===== src/include/skip_exec_params.svh =====
`ifndef SKIP_EXEC_PARAMS_SVH
`define SKIP_EXEC_PARAMS_SVH

// Data and selector widths
`define BYTE_W 8
`define BIT_SEL_W 3
`define NIBBLE_W 4

// Status flag positions inside the flag vector
`define FLAG_W 6
`define FLAG_OV 0
`define FLAG_Z 1
`define FLAG_AC 2
`define FLAG_C 3
`define FLAG_SC 4
`define FLAG_CZ 5

// Reset values and byte constants
`define WORK_RST 8'h00
`define FLAGS_RST 6'h00
`define BYTE_ZERO 8'h00
`define BYTE_ONE 8'h01
`define MSB 7

`endif


===== src/include/skip_exec_pkg.sv =====
`include "skip_exec_params.svh"

package skip_exec_pkg;

  // Instructions handled by the execute stage
  typedef enum logic [3:0] {
    NO_OP,
    LOAD_WORK,
    INCR_SKIP_TO_WORK,
    SKIP_IF_NONZERO_BIT,
    SKIP_IF_NONZERO_BYTE,
    SUBTRACT_TO_WORK,
    SUBTRACT_TO_MEMORY,
    NIBBLE_EXCHANGE_IN_PLACE,
    NIBBLE_EXCHANGE_TO_WORK
  } op_t;

  // Execute sequencing: normal issue or squashing the fetched follower
  typedef enum logic {
    RUN,
    SQUASH
  } exec_state_t;

  typedef logic [`BYTE_W-1:0] byte_t;
  typedef logic [`FLAG_W-1:0] flags_t;

endpackage


===== src/include/exec_alu_if.sv =====
`timescale 1ns/1ps
`default_nettype none
`include "skip_exec_params.svh"

interface exec_alu_if;
  import skip_exec_pkg::*;

  // Operands
  op_t op;
  byte_t work;
  byte_t mem;
  logic [`BIT_SEL_W-1:0] bit_sel;

  // Results
  byte_t result;
  flags_t flags;
  logic skip;
  logic write_work;
  logic write_mem;
  logic write_flags;

  modport core (output op, work, mem, bit_sel,
                input result, flags, skip, write_work, write_mem, write_flags);
  modport alu (input op, work, mem, bit_sel,
               output result, flags, skip, write_work, write_mem, write_flags);
endinterface

`default_nettype wire


===== src/rtl/exec_alu.sv =====
`timescale 1ns/1ps
`default_nettype none
`include "skip_exec_params.svh"

module exec_alu
  import skip_exec_pkg::*;
(
  // Operands in, results out
  exec_alu_if.alu a
);

  // Exchange the two nibbles of a byte
  function automatic byte_t nibble_swap(input byte_t v);
    nibble_swap = {v[`NIBBLE_W-1:0], v[`BYTE_W-1:`NIBBLE_W]};
  endfunction

  logic [`BYTE_W:0] wide_diff;
  logic [`NIBBLE_W:0] low_diff;
  byte_t incr;

  // Shared arithmetic
  assign wide_diff = {1'b0, a.work} - {1'b0, a.mem};
  assign low_diff = {1'b0, a.work[`NIBBLE_W-1:0]} - {1'b0, a.mem[`NIBBLE_W-1:0]};
  assign incr = a.mem + `BYTE_ONE;

  // Result, flag and skip decode per instruction
  always_comb begin
    a.result = a.work;
    a.flags = `FLAGS_RST;
    a.skip = 1'b0;
    a.write_work = 1'b0;
    a.write_mem = 1'b0;
    a.write_flags = 1'b0;
    case (a.op)
      LOAD_WORK: begin
        a.result = a.mem;
        a.write_work = 1'b1;
      end
      INCR_SKIP_TO_WORK: begin
        a.result = incr;
        a.write_work = 1'b1;
        a.skip = (incr == `BYTE_ZERO);
      end
      SKIP_IF_NONZERO_BIT: begin
        a.skip = a.mem[a.bit_sel];
      end
      SKIP_IF_NONZERO_BYTE: begin
        a.skip = (a.mem != `BYTE_ZERO);
      end
      SUBTRACT_TO_WORK, SUBTRACT_TO_MEMORY: begin
        a.result = wide_diff[`BYTE_W-1:0];
        a.write_work = (a.op == SUBTRACT_TO_WORK);
        a.write_mem = (a.op == SUBTRACT_TO_MEMORY);
        a.write_flags = 1'b1;
        a.flags[`FLAG_OV] = (a.work[`MSB] != a.mem[`MSB]) &&
                            (wide_diff[`MSB] != a.work[`MSB]);
        a.flags[`FLAG_Z] = (wide_diff[`BYTE_W-1:0] == `BYTE_ZERO);
        a.flags[`FLAG_AC] = ~low_diff[`NIBBLE_W];
        a.flags[`FLAG_C] = ~wide_diff[`BYTE_W]; // Clear on borrow
        a.flags[`FLAG_SC] = a.flags[`FLAG_OV] ^ wide_diff[`MSB];
        a.flags[`FLAG_CZ] = a.flags[`FLAG_Z];
      end
      NIBBLE_EXCHANGE_IN_PLACE: begin
        a.result = nibble_swap(a.mem);
        a.write_mem = 1'b1;
      end
      NIBBLE_EXCHANGE_TO_WORK: begin
        a.result = nibble_swap(a.mem);
        a.write_work = 1'b1;
      end
      default: begin
        a.result = a.work;
      end
    endcase
  end

endmodule

`default_nettype wire


===== src/rtl/skip_subtract_swap_exec.sv =====
`timescale 1ns/1ps
`default_nettype none
`include "skip_exec_params.svh"

// Operation
// - Increment-skip: working register gets byte plus one; skip when that is zero.
// - A taken skip turns the fetched follower into a dummy cycle.
// - Bit skip: skip when selected bit is one; flags untouched.
// - Byte skip: skip when byte is non-zero; flags and memory untouched.
// - Subtract-to-work: working register minus byte into working register, six flags.
// - Subtract carry flag is zero on borrow, one otherwise.
// - Subtract-to-memory: difference written back to the byte, same six flags.
// - In-place swap exchanges byte nibbles into memory; flags untouched.
// - Swap-to-work loads swapped byte into working register; memory, flags untouched.
module skip_subtract_swap_exec
  import skip_exec_pkg::*;
(
  // Clock and reset
  input wire logic ref_clk,
  input wire logic sys_rst,
  // Instruction issue from the fetch stage
  input wire logic issue_valid,
  input wire op_t issue_op,
  input wire logic [`BYTE_W-1:0] issue_mem,
  input wire logic [`BIT_SEL_W-1:0] issue_bit,
  // Architectural state
  output logic [`BYTE_W-1:0] working_register_q,
  output logic [`FLAG_W-1:0] flags_q,
  // Data memory write-back
  output logic mem_wr_en_q,
  output logic [`BYTE_W-1:0] mem_wr_data_q,
  // Sequencing status
  output logic skip_q,
  output logic dummy_q
);

  exec_alu_if alu_bus ();

  exec_state_t state_q;
  exec_state_t state_d;
  byte_t work_d;
  flags_t flags_d;
  logic mem_wr_en_d;
  byte_t mem_wr_data_d;
  logic skip_d;
  logic dummy_d;
  logic live;

  // Operand hookup to the combinational datapath
  assign alu_bus.op = issue_op;
  assign alu_bus.work = working_register_q;
  assign alu_bus.mem = issue_mem;
  assign alu_bus.bit_sel = issue_bit;

  exec_alu u_alu (
    .a(alu_bus.alu)
  );

  // An issued instruction executes only when no skip is pending
  assign live = issue_valid && (state_q == RUN);

  // Next state of the sequencer and architectural registers
  always_comb begin
    state_d = state_q;
    work_d = working_register_q;
    flags_d = flags_q;
    mem_wr_en_d = 1'b0;
    mem_wr_data_d = mem_wr_data_q;
    skip_d = 1'b0;
    dummy_d = 1'b0;
    case (state_q)
      RUN: begin
        if (live) begin
          if (alu_bus.write_work) begin
            work_d = alu_bus.result;
          end
          if (alu_bus.write_flags) begin
            flags_d = alu_bus.flags;
          end
          if (alu_bus.write_mem) begin
            mem_wr_en_d = 1'b1;
            mem_wr_data_d = alu_bus.result;
          end
          if (alu_bus.skip) begin
            skip_d = 1'b1; // Decided in the execute cycle
            state_d = SQUASH;
          end
        end
      end
      SQUASH: begin
        // Follower is consumed as a dummy cycle with no writes
        if (issue_valid) begin
          dummy_d = 1'b1;
          state_d = RUN;
        end
      end
      default: begin
        state_d = RUN;
      end
    endcase
  end

  // Register stage
  always_ff @(posedge ref_clk) begin
    if (sys_rst) begin
      state_q <= RUN;
      working_register_q <= `WORK_RST;
      flags_q <= `FLAGS_RST;
      mem_wr_en_q <= 1'b0;
      mem_wr_data_q <= `BYTE_ZERO;
      skip_q <= 1'b0;
      dummy_q <= 1'b0;
    end else begin
      state_q <= state_d;
      working_register_q <= work_d;
      flags_q <= flags_d;
      mem_wr_en_q <= mem_wr_en_d;
      mem_wr_data_q <= mem_wr_data_d;
      skip_q <= skip_d;
      dummy_q <= dummy_d;
    end
  end

  // Reference values seen only by the checks below
  byte_t chk_diff;
  byte_t chk_incr;
  byte_t chk_swap;
  logic chk_no_borrow;
  logic chk_bit;
  logic is_sub;

  assign chk_diff = working_register_q - issue_mem;
  assign chk_incr = issue_mem + `BYTE_ONE;
  assign chk_swap = {issue_mem[`NIBBLE_W-1:0], issue_mem[`BYTE_W-1:`NIBBLE_W]};
  assign chk_no_borrow = (working_register_q >= issue_mem);
  assign chk_bit = issue_mem[issue_bit];
  assign is_sub = (issue_op == SUBTRACT_TO_WORK) || (issue_op == SUBTRACT_TO_MEMORY);
endmodule

`default_nettype wire


===== config.mk =====
export PLATFORM = sky130hd
export DESIGN_NAME = skip_subtract_swap_exec
export DESIGN_NICKNAME = d
export VERILOG_FILES = /design/src/include/skip_exec_pkg.sv /design/src/include/exec_alu_if.sv /design/src/rtl/exec_alu.sv /design/src/rtl/skip_subtract_swap_exec.sv
export VERILOG_INCLUDE_DIRS = /design/src /design/src/include
export SDC_FILE = /design/constraint.sdc
export NUM_CORES = 1
export LEC_CHECK = 0
export BUFFER_PORTS_ARGS = -buffer_cell sky130_fd_sc_hd__buf_2
export CORE_MARGIN = 1.5
export CORE_UTILIZATION = 55
export DETAILED_ROUTE_END_ITERATION = 6
export PLACE_DENSITY = 0.87
export REMOVE_ABC_BUFFERS = 1
export SLEW_MARGIN = 20
export SYNTH_ARGS = -nofsm -noshare
export SYNTH_HDL_FRONTEND = slang
export SYNTH_SLANG_ARGS = --single-unit

===== constraint.sdc =====
create_clock -name ref_clk -period 4.85 [get_ports ref_clk]
set_input_delay 0.97 -clock ref_clk [delete_from_list [all_inputs] [get_ports ref_clk]]
set_output_delay 0.97 -clock ref_clk [all_outputs]
set_load 0.02 [all_outputs]

==> summary.txt, run 1 <==
STA
  • Final Hold Fails: 0
  • Setup repair after global routing missed its margin: false
  • Fin crit share: 0.786
  • Slew margin rel.: 0.592
  • Clock skew: 0.00691 ns
  • Total Neg Setup Slack: 0 ns
  • Max-slew violations: 0
  • Worst Setup Slack, final: 1.04 ns
  • Slew at the pin closest to its max-slew limit: 0.605 ns
  • Final setup fails: 0
  • Max Freq: 0.262 GHz
  • Min cycle time layout: 3.81 ns

Logic synthesis
  • Sequential share of the synthesized area: 0.242
  • Dominant cells by area after synthesis: dfxtp_1 (24%), ha_1 (6.7%), o21ai_0 (5.1%)
  • Post-Syn Area per Cell: 8.17 sq um
  • Synth Area in Compound Gates: 0.292
  • Top-area cell type share of the netlist area: 0.242
  • Post-Synth Simple-Gate Area: 0.227
  • Xor and xnor fraction of the mapped netlist area: 0.0466
  • Yosys Warn Count: 0
  • List of most frequent post-synthesis cells: dfxtp_1 (25), o21ai_0 (21), a21oi_1 (19), nor2_1 (19), nand2_1 (12)
  • Unique masters post-synth: 63
  • Flops & latches, synth: 25
  • Number of synthesized flops with an enable pin: 0
  • Multiplexer share of the synthesized area: 0.0284
  • Post-synthesis async set-or-reset flop share: 0
  • Most common cell in the netlist: dfxtp_1
  • Prevailing post-synth register cell: dfxtp_1
  • Synth Area in Adders: 0.0907
  • Largest family of logic cells by synthesized area: compound AO/OA/AOI/OAI gates
  • Post-synthesis cell area: 2070 sq um
  • Mapped Cells: 253
  • Synth area leader: dfxtp_1

Routing
  • Post-route ant nets: 0
  • DRC viols: 0
  • Router iterations before antenna repair: 5
  • Vias/cell: 6.13
  • Final WL: 5.40 mm
  • Initial DRC Count: 137
  • Routed vias: 2028
  • Routed len/inst: 16.3 um

Global route
  • GRT overflow: 0
  • Gr usage total: 0.272
  • Vias in the first global route: 1827
  • First-pass GRT wire length: 8.89 mm
  • Largest net degree at the start of global routing: 26
  • Initial antenna violation count: 0

Clock tree
  • Setup Buffers After CTS: 0
  • Clk sink count: 25
  • CTS tree: built
  • Post-CTS Hold Buffers: 0
  • Clock Tree Root: clkbuf_8
  • Clk buf depth: 2
  • # resized after CTS: 0
  • # H-tree levels: 1
  • CTS Buf Count: 3
  • Clock Pin Slew Worst Setup and Hold Paths: 0.10 ns
  • Clk_lat worst skew: 0.28 ns

Place
  • Placed cell count: 327
  • Gpl congestion: 0.980
  • Number of port buffers: 42
  • HPWL after DPL: 4.01 mm
  • Placement Cell Area: 2240 sq um
  • Setup WS pre-CTS: 0.733 ns

Die
  • Row count: 22
  • Die footprint: 4140 sq um
  • CORE AREA: 3630 sq um
  • Die height: 64.3 um
  • I/O pins: 43
  • Die Width: 64.3 um
  • Starting density of the core: 0.569

Min path
  • HP Start: flags_q[4]$_SDFFE_PP0P_
  • Hold endpoint: flags_q[4]$_SDFFE_PP0P_
  • Hold path cells: 2
  • Type of the most critical hold path: reg2reg

Setup path
  • Max FO, Critical Path: 12
  • Crit path DAT: 4.02 ns
  • Crit Path Class: in2reg
  • Crit. End Element: flip-flop
  • Reg2reg start: working_register_q[2]$_SDFFE_PP0P_
  • Worst R2R End: mem_wr_data_q[7]$_SDFFE_PP0P_
  • Startpoint Class: primary input
  • CP required: 5.06 ns
  • FF-to-FF setup slack: 1.70 ns
  • R2R depth: 12

Final layout
  • Share of cells above drive strength 1: 0.219
  • Syn-to-layout area delta: 10.7%
  • Final #Nets: 315
  • Post-route cell area: 2290 sq um
  • Final cell utilization of the core: 0.630
  • Number of diodes: 0
  • Final cell count without fillers: 331

Power and ir drop
  • Leakage: 0.975 nW
  • PD cells: 224 nW/um^2
  • Peak supply drop: 0.129 mV

Run
  • MaxCap Viol Count: 0

Outcome
  • Outcome: complete, no violations
[registers in the layout (all words and copies together), names as in the netlist]
signal,count
working_register_q,8
flags_q,5
mem_wr_en_q,1
state_q,1
skip_q,1
mem_wr_data_q,8
dummy_q,1
[metal layers]
layer,GRT usage,wire length [um],up-vias
li1,-,-,994
met1,0.362,2440,959
met2,0.453,2560,66
met3,0.0423,327,9
met4,0.0798,84,0
met5,0,0,-
[critical path, stage by stage]
cell and delay (ns):
buf_2 0.22, inv_1 0.08, ha_1 0.35, o21ai_0 0.17, a21oi_1 0.08, o311ai_0 0.53, nand2b_1 0.11, a21oi_1 0.19
fa_1 0.51, nand2_1 0.09, o21ai_0 0.08, a32o_1 0.22, o221a_2 0.26, o31ai_1 0.18
[power breakdown]
part	leakage [nW]	total (mW)	internal, mW	switching, mW
Sequential	0.203	0.218	0.213	0.00537
Clock	0.0217	0.137	0.0586	0.0786
Combinational	0.750	0.159	0.0609	0.0976
[cell usage in the layout, fill, tap and decap left out, types with 2 or more instances in the layout]
| master | n |
|---|---|
| buf_2 | 42 |
| dfxtp_1 | 25 |
| o21ai_0 | 21 |
| nor2_1 | 19 |
| a21oi_1 | 19 |
| nand2_1 | 12 |
| inv_1 | 11 |
| ha_1 | 11 |
| nor2b_1 | 9 |
| nand3_1 | 8 |
| nand2b_1 | 7 |
| nor3_1 | 6 |
| xnor2_1 | 6 |
| a221oi_1 | 6 |
| xor2_1 | 5 |
| o22ai_1 | 4 |
| or3_1 | 4 |
| o21bai_1 | 4 |
| nor4_1 | 3 |
| a21boi_0 | 3 |
| a211oi_1 | 3 |
| a31oi_1 | 3 |
| clkbuf_8 | 3 |
| or2b_2 | 2 |
| and3_1 | 2 |
| a22oi_1 | 2 |
| o21a_1 | 2 |
| a211o_1 | 2 |
| a21oi_2 | 2 |
| a32o_1 | 2 |
| o31ai_1 | 2 |
| and2_1 | 2 |
| a222oi_1 | 2 |
| fa_1 | 2 |
[layout make-up]
type | count | area, sq um
Tap cell | 48 | 60.1
Timing Repair Buffer | 43 | 218
Clock inverter | 1 | 7.51
Multi-Input combinational cell | 199 | 1420
Clock buffer | 3 | 41.3
Sequential cell | 25 | 500
Inverter | 12 | 45.0
Fill cell | 336 | 1340
[through the flow]
stage | hold slack, ns | total power [mW]
finish | 0.472 | 0.514
detailed placement | 0.461 | 0.378
global placement | 0.437 | 0.376
floorplan | 0.479 | 0.324
global route | 0.516 | 0.538
CTS | 0.475 | 0.511
[cells by family after synthesis]
| group | count (synthesis) |
|---|---|
| adder cells (fa/ha/maj) | 14 |
| multiplexers | 3 |
| buffers and inverters | 29 |
| flip-flops | 25 |
| XOR/XNOR | 11 |
| AO/OA/AOI/OAI | 87 |
| AND/OR/NAND/NOR | 84 |
[worst max path at each step]
stage,cells after the start,slack [ns],start,to
after CTS,14,1.04,issue_mem[2],mem_wr_data_q[7]$_SDFFE_PP0P_
after global routing,14,0.78,issue_mem[2],mem_wr_data_q[7]$_SDFFE_PP0P_
after global placement,14,0.92,issue_mem[2],mem_wr_data_q[7]$_SDFFE_PP0P_
after floorplan,13,1.32,issue_mem[2],mem_wr_data_q[7]$_SDFFE_PP0P_
after detailed placement,14,0.73,issue_mem[2],mem_wr_data_q[7]$_SDFFE_PP0P_
final,14,1.04,issue_mem[2],mem_wr_data_q[7]$_SDFFE_PP0P_
Power figures use the tool's default switching activity.
==> run 2, diff against run 1 <==
==> constraint.sdc (replaced) <==
create_clock -name ref_clk -period 3.9 [get_ports ref_clk]
set_input_delay 0.78 -clock ref_clk [delete_from_list [all_inputs] [get_ports ref_clk]]
set_output_delay 0.78 -clock ref_clk [all_outputs]
set_load 0.02 [all_outputs]
==> run 2 against run 1 <==
Effect of this change:
- combinational power rose by 26%
- clock skew decreased by 0.0052 ns
- final area grew 1.1%
- cell count grew 1.2%
- core utilization increased by 0.72 points
- clock power is 12% higher
- count of clock-buffer cells in the layout grew 1
- via count rose by 1.6%
- total power is 22% higher
- highest routed layer unchanged
==> summary.txt, run 2 (same netlist as run 1, synthesis figures left out) <==
Place
  • Gpl congestion: 0.925
  • HPWL after DPL: 4.04 mm
  • Number of port buffers: 42
  • Setup WS pre-CTS: 0.276 ns

Final layout
  • Share of cells above drive strength 1: 0.226
  • Number of diodes: 0
  • Final #Nets: 319
  • Most common cell after layout, fill and taps aside: buf_2
  • Syn-to-layout area delta: 12.0%
  • Commonest non-fill, non-tap cells in the layout: buf_2 (42), dfxtp_1 (25), o21ai_0 (21), nor2_1 (19), a21oi_1 (19)
  • Largest regs: mem_wr_data_q x8, working_register_q x8, flags_q x5

Clock tree
  • Clock Tree Root: clkbuf_8
  • # H-tree levels: 1
  • Clock Pin Slew Worst Setup and Hold Paths: 0.08 ns
  • Clk_lat worst skew: 0.27 ns
  • Setup Buffers After CTS: 0
  • Clk sink count: 25
  • Post-CTS Hold Buffers: 0
  • Clk buf depth: 2
  • CTS tree: built
  • # resized after CTS: 0
  • CTS Buf Count: 3

Die
  • Die height: 64.3 um
  • Starting density of the core: 0.569
  • Die footprint: 4140 sq um
  • Row count: 22
  • I/O pins: 43
  • Die Width: 64.3 um
  • CORE AREA: 3630 sq um

STA
  • Worst Setup Slack, final: 0.545 ns
  • Max-slew violations: 0
  • Fin crit share: 0.860
  • Max Freq: 0.298 GHz
  • Final setup fails: 0
  • Total Neg Setup Slack: 0 ns
  • Clock skew: 0.00167 ns
  • Final Hold Fails: 0
  • Setup repair after global routing missed its margin: false
  • Min cycle time layout: 3.35 ns
  • Slew margin rel.: 0.567
  • Slew at the pin closest to its max-slew limit: 0.649 ns

Setup path
  • Reg2reg start: working_register_q[2]$_SDFFE_PP0P_
  • Crit Path Class: in2reg
  • Max FO, Critical Path: 4
  • Crit. End Element: flip-flop
  • CP required: 4.09 ns
  • Crit path DAT: 3.55 ns
  • Worst R2R End: mem_wr_data_q[7]$_SDFFE_PP0P_
  • FF-to-FF setup slack: 0.86 ns
  • R2R depth: 12
  • Startpoint Class: primary input

Global route
  • GR Util met1: 0.339
  • Gr usage total: 0.272
  • Layer with the highest usage: met2
  • Largest net degree at the start of global routing: 26
  • Grt met2 use: 0.454
  • First-pass GRT wire length: 8.80 mm
  • GR met3 Demand/Resource: 0.0528
  • Vias in the first global route: 1918
  • GRT overflow: 0
  • Initial antenna violation count: 0

Power and ir drop
  • Pint: 0.416 mW
  • Share of power burned in combinational logic: 0.322
  • Sw Pwr: 0.209 mW
  • Leakage: 0.994 nW
  • Clock share of power: 0.244
  • PD cells: 270 nW/um^2
  • Seq pwr share: 0.434
  • Switching Share: 0.334
  • Peak supply drop: 0.153 mV

Routing
  • Initial DRC Count: 82
  • Routed len/inst: 16.0 um
  • Router iterations before antenna repair: 5
  • Final WL: 5.35 mm
  • DRC viols: 0
  • Post-route ant nets: 0
  • Routed vias: 2060
  • Vias/cell: 6.15

Min path
  • Hold path cells: 2
  • Type of the most critical hold path: reg2reg
  • Hold endpoint: flags_q[4]$_SDFFE_PP0P_
  • HP Start: flags_q[4]$_SDFFE_PP0P_

Run
  • MaxCap Viol Count: 0

Outcome
  • Outcome: complete, no violations
==> run 2: cell types whose count changed in the layout (fill, tap and decap cells not counted), sizes merged <==
cell      previous run  this run
clkinvlp             1         0
buf                 43        47
clkbuf               3         4
==> run 2: through the flow <==
stage	power, mW	hold WS [ns]	instances	area [sq um]	utilization
2_1_floorplan	0.403	0.479	236	1960	-
3_3_place_gp	0.471	0.438	331	2270	0.625
3_5_place_dp	0.475	0.456	331	2270	0.625
4_1_cts	0.628	0.467	335	2320	0.637
5_1_grt	0.659	0.491	335	2320	0.637
6_report	0.625	0.462	335	2320	0.637
==> run 2: power by group through the flow <==
| stage | logic, mW | registers [mW] | clock network (mW) |
|---|---|---|---|
| global placement | 0.195 | 0.277 | 0 |
| finish | 0.201 | 0.271 | 0.153 |
| floorplan | 0.115 | 0.288 | 0 |
| CTS | 0.198 | 0.271 | 0.159 |
| detailed placement | 0.197 | 0.277 | 0 |
| global route | 0.220 | 0.272 | 0.167 |
==> run 2: metal layers <==
layer	vias to the layer above	share of wire
met5	-	0
met4	0	0.024
met3	14	0.078
met2	92	0.47
met1	948	0.43
li1	1006	-
==> run 2: critical path, stage by stage <==
cell      delay (ns)
buf_2           0.10
inv_1           0.04
ha_1            0.34
o21ai_0         0.16
a21oi_1         0.08
o311ai_0        0.43
nand2b_1        0.11
a21oi_1         0.19
fa_1            0.51
nand2_1         0.10
o21ai_0         0.07
a32o_1          0.22
o221a_2         0.25
o31ai_1         0.17
==> run 2: worst max-delay path by stage <==
stage	slack (ns)	endpoint	start
finish	0.55	mem_wr_data_q[7]$_SDFFE_PP0P_	issue_mem[2]
global route	0.25	mem_wr_data_q[7]$_SDFFE_PP0P_	issue_mem[2]
CTS	0.56	mem_wr_data_q[7]$_SDFFE_PP0P_	issue_mem[2]
detailed placement	0.28	mem_wr_data_q[7]$_SDFFE_PP0P_	issue_mem[2]
global placement	0.40	mem_wr_data_q[7]$_SDFFE_PP0P_	issue_mem[2]
floorplan	0.56	mem_wr_data_q[7]$_SDFFE_PP0P_	issue_mem[2]
==> run 2: final cells by class <==
class                      instances  area [sq um]
clock buffer                       4          45.0
inverter                          12          45.0
sequential                        25           500
multi-input combinational        199          1420
timing repair buffer              47           248
fill                             346          1320
tap                               48          60.1
